**src/hdl/pgco_map.svh**
```systemverilog
// Register offsets, field positions and reset values of the PWM gate and clock-out control
`ifndef PGCO_MAP_SVH
`define PGCO_MAP_SVH

`define PGCO_CTRL_OFS      12'h000
`define PGCO_IRQ_STAT_OFS  12'h004
`define PGCO_IRQ_MASK_OFS  12'h008

`define PGCO_PLL_EN_BIT    0
`define PGCO_SEL_LSB       1
`define PGCO_SEL_MSB       3
`define PGCO_MCLK_EN_BIT   4
`define PGCO_LOCK1_BIT     5
`define PGCO_LOCK2_BIT     6
`define PGCO_PWM1_BIT      7
`define PGCO_PWM3_BIT      9
`define PGCO_CLK_TYPE_BIT  13
`define PGCO_PWM_ALL_BIT   14

`define PGCO_CTRL_RST      16'h0000
`define PGCO_CTRL_WMASK    16'h639F
`define PGCO_IRQ_W         4

`endif

```
**src/hdl/pgco_pkg.sv**
```systemverilog
// Types shared by the PWM gate and clock-out control
package pgco_pkg;
    typedef enum logic [2:0] {
        PGCO_SRC_XTAL_PLL,
        PGCO_SRC_PROC,
        PGCO_SRC_ENGINE,
        PGCO_SRC_CONV_HALF,
        PGCO_SRC_MOD
    } pgco_clk_src_t;
endpackage

```
**src/hdl/pgco_top.sv**
```systemverilog
// PWM channel gating, converter lock status and clock-out control with APB access
//
// Function
// - PWM channel three runs only when its enable and common enable are set.
// - PWM channel two runs only when its enable and common enable are set.
// - PWM channel one runs only when its enable and common enable are set.
// - Two read-only lock flags show each rate converter's lock state, default 0.
// - Chosen clock drives the clock-out pin only while its enable bit is 1.
// - Select field picks crystal, processor, engine, half converter or modulator clock.
// - Common enable 0 disables every PWM channel regardless of individual enables.
// - Clock-type 0 routes crystal out; 1 routes the selected internal clock.
//
// Local design decisions: the placing of the registers and the APB slave port.
`timescale 1ns/100ps
`include "pgco_map.svh"
module pgco_top (
    input  wire logic        clk_sys_i,
    input  wire logic        rst_n_i,
    input  wire logic        psel_i,
    input  wire logic        penable_i,
    input  wire logic        pwrite_i,
    input  wire logic [11:0] paddr_i,
    input  wire logic [31:0] pwdata_i,
    output logic      [31:0] prdata_o,
    output logic             pready_o,
    output logic             pslverr_o,
    input  wire logic        lock_one_i,
    input  wire logic        lock_two_i,
    input  wire logic [4:0]  clk_src_i,
    output logic      [2:0]  pwm_en_o,
    output logic             pll_en_o,
    output logic             mclk_out_o,
    output logic             mclk_out_oe_o,
    output logic             irq_o
);
    logic [15:0] ctrl_ff;
    logic [1:0]  lock_meta_ff;
    logic [1:0]  lock_ff;
    logic [1:0]  lock_prev_ff;
    logic [3:0]  stat_ff;
    logic [3:0]  mask_ff;
    logic [15:0] rd_ctrl;
    logic [3:0]  lock_evt;
    logic        wr_acc;
    logic        rd_acc;
    logic        hit_ctrl;
    logic        hit_stat;
    logic        hit_mask;
    logic        unmapped;
    logic [31:0] nxt_prdata;
    logic [4:0]  clk_src_meta_ff;
    logic [4:0]  clk_src_ff;
    logic [2:0]  nxt_pwm_en;

    // Bus decode; the slave answers in the first access cycle
    assign wr_acc   = psel_i & penable_i & pwrite_i;
    assign rd_acc   = psel_i & penable_i & ~pwrite_i;
    assign hit_ctrl = (paddr_i == `PGCO_CTRL_OFS);
    assign hit_stat = (paddr_i == `PGCO_IRQ_STAT_OFS);
    assign hit_mask = (paddr_i == `PGCO_IRQ_MASK_OFS);
    assign unmapped = ~(hit_ctrl | hit_stat | hit_mask);

    // Lock inputs come from other clock domains
    // Only the second stage feeds logic; lock_prev_ff reads lock_ff alone
    always_ff @(posedge clk_sys_i or negedge rst_n_i) begin
        if (!rst_n_i) begin
            lock_meta_ff <= 2'h0;
            lock_ff      <= 2'h0;
            lock_prev_ff <= 2'h0;
        end else begin
            lock_meta_ff <= {lock_two_i, lock_one_i};
            lock_ff      <= lock_meta_ff;
            lock_prev_ff <= lock_ff;
        end
    end

    // Clock source levels arrive from other clock domains; two flops guard against
    // metastability, so a source change reaches the selector two edges late
    always_ff @(posedge clk_sys_i or negedge rst_n_i) begin
        if (!rst_n_i) begin
            clk_src_meta_ff <= 5'h00;
            clk_src_ff      <= 5'h00;
        end else begin
            clk_src_meta_ff <= clk_src_i;
            clk_src_ff      <= clk_src_meta_ff;
        end
    end

    // Lock gained (bits 1:0) and lock lost (bits 3:2) events
    assign lock_evt = {lock_prev_ff & ~lock_ff, lock_ff & ~lock_prev_ff};

    // Control register; lock bits are not stored, read-only bits ignore writes
    // Bits 15 and 12..10 lie outside this block and read as zero
    always_ff @(posedge clk_sys_i or negedge rst_n_i) begin
        if (!rst_n_i) begin
            ctrl_ff <= `PGCO_CTRL_RST;
        end else if (wr_acc && hit_ctrl) begin
            ctrl_ff <= pwdata_i[15:0] & `PGCO_CTRL_WMASK;
        end
    end

    // Control readback with live lock flags
    // Lock flags are read through the synchroniser, never stored
    always_comb begin
        rd_ctrl = ctrl_ff;
        rd_ctrl[`PGCO_LOCK1_BIT] = lock_ff[0];
        rd_ctrl[`PGCO_LOCK2_BIT] = lock_ff[1];
    end

    // Interrupt mask register
    // Same bit layout as the status register
    always_ff @(posedge clk_sys_i or negedge rst_n_i) begin
        if (!rst_n_i) begin
            mask_ff <= 4'h0;
        end else if (wr_acc && hit_mask) begin
            mask_ff <= pwdata_i[3:0];
        end
    end

    // Sticky status; a read clears only the bits it reported, so an event that
    // lands between the sampled read data and the clear is kept, and a new
    // event in the clearing cycle wins over the clear
    always_ff @(posedge clk_sys_i or negedge rst_n_i) begin
        if (!rst_n_i) begin
            stat_ff <= 4'h0;
        end else if (rd_acc && hit_stat) begin
            stat_ff <= (stat_ff & ~prdata_o[3:0]) | lock_evt;
        end else begin
            stat_ff <= stat_ff | lock_evt;
        end
    end

    // Read data mux
    always_comb begin
        nxt_prdata = 32'h0000_0000;
        if (hit_ctrl) begin
            nxt_prdata = {16'h0000, rd_ctrl};
        end else if (hit_stat) begin
            nxt_prdata = {28'h000_0000, stat_ff};
        end else if (hit_mask) begin
            nxt_prdata = {28'h000_0000, mask_ff};
        end
    end

    // Registered bus answer: ready in the first cycle of the access phase
    // Read data stand only while ready is high and read zero otherwise
    always_ff @(posedge clk_sys_i or negedge rst_n_i) begin
        if (!rst_n_i) begin
            prdata_o  <= 32'h0000_0000;
            pready_o  <= 1'b0;
            pslverr_o <= 1'b0;
        end else begin
            pready_o  <= psel_i & ~penable_i;
            pslverr_o <= psel_i & ~penable_i & unmapped;
            prdata_o  <= (psel_i & ~penable_i & ~pwrite_i) ? nxt_prdata : 32'h0000_0000;
        end
    end

    // Per-channel gate: individual enable AND common enable, ground otherwise
    for (genvar gi = 0; gi < 3; gi++) begin : g_pwm_gate
        assign nxt_pwm_en[gi] = ctrl_ff[`PGCO_PWM1_BIT + gi]
                                & ctrl_ff[`PGCO_PWM_ALL_BIT];
    end

    // Registered PWM gates so the pins never see a decode glitch
    always_ff @(posedge clk_sys_i or negedge rst_n_i) begin
        if (!rst_n_i) begin
            pwm_en_o <= 3'h0;
        end else begin
            pwm_en_o <= nxt_pwm_en;
        end
    end

    // PLL runs while bit 0 is set, bypassed otherwise
    always_ff @(posedge clk_sys_i or negedge rst_n_i) begin
        if (!rst_n_i) begin
            pll_en_o <= 1'b0;
        end else begin
            pll_en_o <= ctrl_ff[`PGCO_PLL_EN_BIT];
        end
    end

    // Clock-out pin enable; pin is held low while disabled
    always_ff @(posedge clk_sys_i or negedge rst_n_i) begin
        if (!rst_n_i) begin
            mclk_out_oe_o <= 1'b0;
        end else begin
            mclk_out_oe_o <= ctrl_ff[`PGCO_MCLK_EN_BIT];
        end
    end

    // Interrupt level, high while any unmasked status bit is set
    always_ff @(posedge clk_sys_i or negedge rst_n_i) begin
        if (!rst_n_i) begin
            irq_o <= 1'b0;
        end else begin
            irq_o <= |(stat_ff & mask_ff);
        end
    end

    // The PWM gate loop above and the select slice below assume three adjacent PWM bits and a three-bit select field
    if (`PGCO_PWM3_BIT - `PGCO_PWM1_BIT != 2) begin : g_bad_pwm_bits
        $error("PWM enable bits must be three adjacent bits");
    end
    if (`PGCO_SEL_MSB - `PGCO_SEL_LSB != 2) begin : g_bad_sel_bits
        $error("clock select field must be three bits wide");
    end

    // Clock source selection and gating
    // The pin carries a sampled copy of the source, so sources above half the
    // system rate alias; a glitch-free clock mux would replace this in silicon
    pgco_clk_mux u_clk_mux (
        .clk_sys_i  (clk_sys_i),
        .rst_n_i    (rst_n_i),
        .clk_type_i (ctrl_ff[`PGCO_CLK_TYPE_BIT]),
        .sel_i      (ctrl_ff[`PGCO_SEL_MSB:`PGCO_SEL_LSB]),
        .out_en_i   (ctrl_ff[`PGCO_MCLK_EN_BIT]),
        .src_i      (clk_src_ff),
        .clk_o      (mclk_out_o),
        .src_o      ()
    );
endmodule

```
**src/hdl/pgco_clk_mux.sv**
```systemverilog
// Registered selector of the clock source driven toward the clock-out pin
`timescale 1ns/100ps
module pgco_clk_mux (
    input  wire logic        clk_sys_i,
    input  wire logic        rst_n_i,
    input  wire logic        clk_type_i,
    input  wire logic [2:0]  sel_i,
    input  wire logic        out_en_i,
    input  wire logic [4:0]  src_i,
    output logic             clk_o,
    output pgco_pkg::pgco_clk_src_t src_o
);
    pgco_pkg::pgco_clk_src_t nxt_src;

    // Decode type bit and select field into a source
    always_comb begin
        if (!clk_type_i) begin
            nxt_src = pgco_pkg::PGCO_SRC_XTAL_PLL;
        end else begin
            case (sel_i)
                3'h0:    nxt_src = pgco_pkg::PGCO_SRC_XTAL_PLL;
                3'h1:    nxt_src = pgco_pkg::PGCO_SRC_PROC;
                3'h2:    nxt_src = pgco_pkg::PGCO_SRC_ENGINE;
                3'h3:    nxt_src = pgco_pkg::PGCO_SRC_CONV_HALF;
                default: nxt_src = pgco_pkg::PGCO_SRC_MOD;
            endcase
        end
    end

    // Registered source and gated clock level
    always_ff @(posedge clk_sys_i or negedge rst_n_i) begin
        if (!rst_n_i) begin
            src_o <= pgco_pkg::PGCO_SRC_XTAL_PLL;
            clk_o <= 1'b0;
        end else begin
            src_o <= nxt_src;
            clk_o <= out_en_i & src_i[nxt_src];
        end
    end
endmodule

```
**config.mk**
```make
export PLATFORM = sky130hd
export DESIGN_NAME = pgco_top
export DESIGN_NICKNAME = d
export VERILOG_FILES = /design/src/hdl/pgco_pkg.sv /design/src/hdl/pgco_top.sv /design/src/hdl/pgco_clk_mux.sv
export VERILOG_INCLUDE_DIRS = /design/src /design/src/hdl
export SDC_FILE = /design/constraint.sdc
export NUM_CORES = 1
export LEC_CHECK = 0
export BUFFER_PORTS_ARGS = -buffer_cell sky130_fd_sc_hd__buf_2
export CORE_ASPECT_RATIO = 2
export CORE_UTILIZATION = 29
export DETAILED_ROUTE_END_ITERATION = 10
export GPL_ROUTABILITY_DRIVEN = 0
export PLACE_DENSITY_LB_ADDON = 0.25
export SETUP_SLACK_MARGIN = 0.2
export SYNTH_ARGS = -nofsm -noshare
export SYNTH_HDL_FRONTEND = slang
export SYNTH_SLANG_ARGS = --single-unit
```
**constraint.sdc**
```tcl
create_clock -name clk_sys_i -period 2.95 [get_ports clk_sys_i]
set_input_delay 0.59 -clock clk_sys_i [delete_from_list [all_inputs] [get_ports clk_sys_i]]
set_output_delay 0.59 -clock clk_sys_i [all_outputs]
set_load 0.1 [all_outputs]
```
==> impl_metrics.py <==
metrics = {
    "worst_setup_path": {
        "crit_type": "input port to register",
        "start_kind": "input port",
        "r2r_end": "u_clk_mux.clk_o",
        "worstPathMaxFanout": 17,
        "end_kind": "register",
        "r2r_start": "ctrl_ff[1]",
        "r2r_slack_ns": 1.85,
        "required_ns": 3.13,
        "r2r_cells": 3,
        "arrival_ns": 2.26,
    },
    "floorplan": {
        "die-area_mm2": 0.00798,
        "die_x_um": 63.7,
        "rows": 44,
        "die-height_um": 125,
        "core_mm2": 0.00732,
        "ios": 97,
        "initial_utilization": 0.301,
    },
    "sta": {
        "min_period_over_period": 0.704,
        "tns_ns": 0,
        "fmax_ghz": 0.482,
        "finalHoldViolations": 0,
        "rsz0062_at_grt": "no",
        "finalSetupViolCount": 0,
        "worst_pin_slew_ns": 0.692,
        "drv_slew": 0,
        "skew_ns": 0.00767,
        "slew_headroom": 0.539,
        "fin_crit_ns": 2.08,
    },
    "logic_synthesis": {
        "syn_area_per_cell_um2": 13.4,
        "synth_area_leader_cell": "dfrtp_1",
        "synthCells": 165,
        "syn_area_mm2": 0.00221,
        "ys_types": 35,
        "ys_ff_latch": 55,
        "yosysTopAreaCellShare": 0.624,
        "yosysWarnings": 0,
        "synthTopCellsByArea": "dfrtp_1 (62%), mux2_2 (7.1%), buf_4 (6.8%)",
        "seq_area_frac_synth": 0.624,
    },
    "detailed_routing": {
        "wire_per_inst_um": 13.4,
        "drc": 0,
        "ant_nets": 0,
        "avgViaCountPerCell": 4.53,
        "drtIter0Drc": 39,
        "vias": 1436,
        "drt_pre_antenna_iters": 4,
        "wirelength_mm": 4.25,
    },
    "grt": {
        "grt_overflow": 0,
        "antenna_found_initial": 0,
        "grt_use_total": 0.116,
        "grt_first_pass_wirelength_mm": 6.77,
        "first_global_vias": 1402,
        "grt_max_degree": 33,
    },
    "hold_path": {
        "hp-class": "input port to async pin",
    },
    "cells_and_area": {
        "num_antenna_cells": 0,
        "area_growth_pct": 20.9,
        "drive_above_1_share": 0.391,
        "final_area_mm2": 0.00267,
        "fin_nets": 280,
        "fin_cells": 317,
        "fillers": 743,
    },
    "cts": {
        "cts_buffer_depth": 2,
        "clk_pin_slew_ns": 0.07,
        "cts_setup_buffers": 0,
        "cts_hold_buf": 0,
        "cts.sinks": 55,
        "cts_resized": 0,
        "root_buffer": "clkbuf_16",
        "cts_tree": "yes",
        "cts_max_level": 2,
        "insertion_delay_ns": 0.30,
        "numCtsBuffers": 5,
    },
    "run": {
        "maxCapViolCount": 0,
    },
    "pwr": {
        "seq_power_share": 0.498,
        "p_int_mw": 1.11,
        "power_density_mw_per_mm2": 580,
        "ir_worst_vdd_mv": 0.275,
        "switching_share": 0.282,
        "combPwrFrac": 0.122,
        "p_clk_frac": 0.380,
        "p_leak_nw": 1.36,
        "power_switching_uw": 437,
    },
    "placement": {
        "dp_hpwl_mm": 3.17,
        "dp.cells": 309,
        "io_buffers": 54,
        "placed_cell_area_mm2": 0.00252,
    },
    "run_status": {
        "outcome": "finished clean",
    },
}
-- cell families (layout without fill, tap and decap cells) --
kind of cell	after synthesis	after routing	synth area share
DFF	55	55	0.624
muxes	19	19	0.0941
other	1	20	0.00170
and+or+nand+nor	43	43	0.141
buffers and inverters	30	71	0.0856
AOI/OAI and AO/OA	17	17	0.0539
-- worst max-delay path by stage --
stage / start / endpoint / slack (ns)
after floorplan: paddr_i[2] / ctrl_ff[0] / 0.74
after global routing: paddr_i[2] / mask_ff[3] / 0.80
final: paddr_i[2] / mask_ff[0] / 0.87
after global placement: paddr_i[2] / mask_ff[1] / 0.53
after detailed placement: paddr_i[2] / mask_ff[0] / 0.53
after CTS: paddr_i[2] / mask_ff[0] / 0.84
-- cells in the final DEF, fill, tap and decap left out, types with 5 or more instances in the layout --
| cell type | instances |
|---|---|
| nand2_1 | 6 |
| nor4b_1 | 6 |
| inv_1 | 6 |
| conb_1 | 20 |
| mux2i_1 | 5 |
| buf_2 | 54 |
| dfrtp_1 | 55 |
| clkbuf_16 | 5 |
| mux2_2 | 14 |
-- worst max-delay path, stage by stage --
cell and delay (ns):
buf_2 0.22, or4b_2 0.74, nor4_4 0.32, mux2_2 0.38
-- cell type report --
cell class / count / area [um2] / share of cell area
Clock buffer: 5 / 125 / 0.0469
Clock inverter: 3 / 22.5 / 0.00844
Inverter: 6 / 22.5 / 0.00844
Multi-Input combinational cell: 99 / 713 / 0.267
Sequential cell: 55 / 1380 / 0.516
Tap cell: 92 / 115 / 0.0432
Timing Repair Buffer: 57 / 293 / 0.110
-- power by group through the flow --
stage                     Sequential [mW]  Clock (mW)  Combinational, mW
final                               0.771       0.589              0.189
after global routing                0.772       0.638              0.199
after CTS                           0.771       0.607              0.191
after detailed placement            0.786           0              0.191
after global placement              0.785           0              0.189
after floorplan                     0.796           0              0.153
-- synthesized netlist by cell type (all sizes together) --
| cell type | count |
|---|---|
| nor4b | 6 |
| nand2 | 6 |
| or4b | 1 |
| mux2 | 14 |
| nor3 | 1 |
| nor4 | 6 |
| clkbuf | 2 |
| buf | 22 |
| and2 | 4 |
| nand4 | 3 |
| o22ai | 2 |
| conb | 1 |
| and4b | 1 |
| nor3b | 1 |
| mux2i | 5 |
| nor2b | 4 |
| nand3 | 1 |
| a21boi | 1 |
| a221o | 2 |
| dfrtp | 55 |
| a22oi | 2 |
| o21ai | 1 |
| or4 | 3 |
| inv | 6 |
| a21oi | 4 |
| nor2 | 2 |
| a31oi | 1 |
| a311oi | 1 |
| a21o | 2 |
| o31a | 1 |
| or2 | 4 |
-- through the flow --
stage / hold slack (ns) / util / setup WS, ns / power [mW]
floorplan: 0.294 / - / 0.741 / 0.948
global placement: 0.333 / 0.344 / 0.530 / 0.975
detailed placement: 0.336 / 0.344 / 0.531 / 0.976
CTS: 0.351 / 0.364 / 0.844 / 1.57
global route: 0.366 / 0.364 / 0.797 / 1.61
finish: 0.328 / 0.364 / 0.874 / 1.55
-- metal layers --
| metal | global-route usage | wire length [um] | up-vias |
|---|---|---|---|
| li1 | - | - | 662 |
| met1 | 0.109 | 1410 | 716 |
| met2 | 0.214 | 2480 | 49 |
| met3 | 0.0219 | 204 | 9 |
| met4 | 0.0829 | 151 | 0 |
| met5 | 0 | 0 | - |
-- state kept, by name (all words and copies together), names as in the netlist, 2 cells and up --
register / count
mask_ff: 4
lock_prev_ff: 2
stat_ff: 4
prdata_o: 12
clk_src_meta_ff: 5
lock_ff: 2
ctrl_ff: 10
lock_meta_ff: 2
clk_src_ff: 5
pwm_en_o: 3
(Power assumes the default switching activity.)
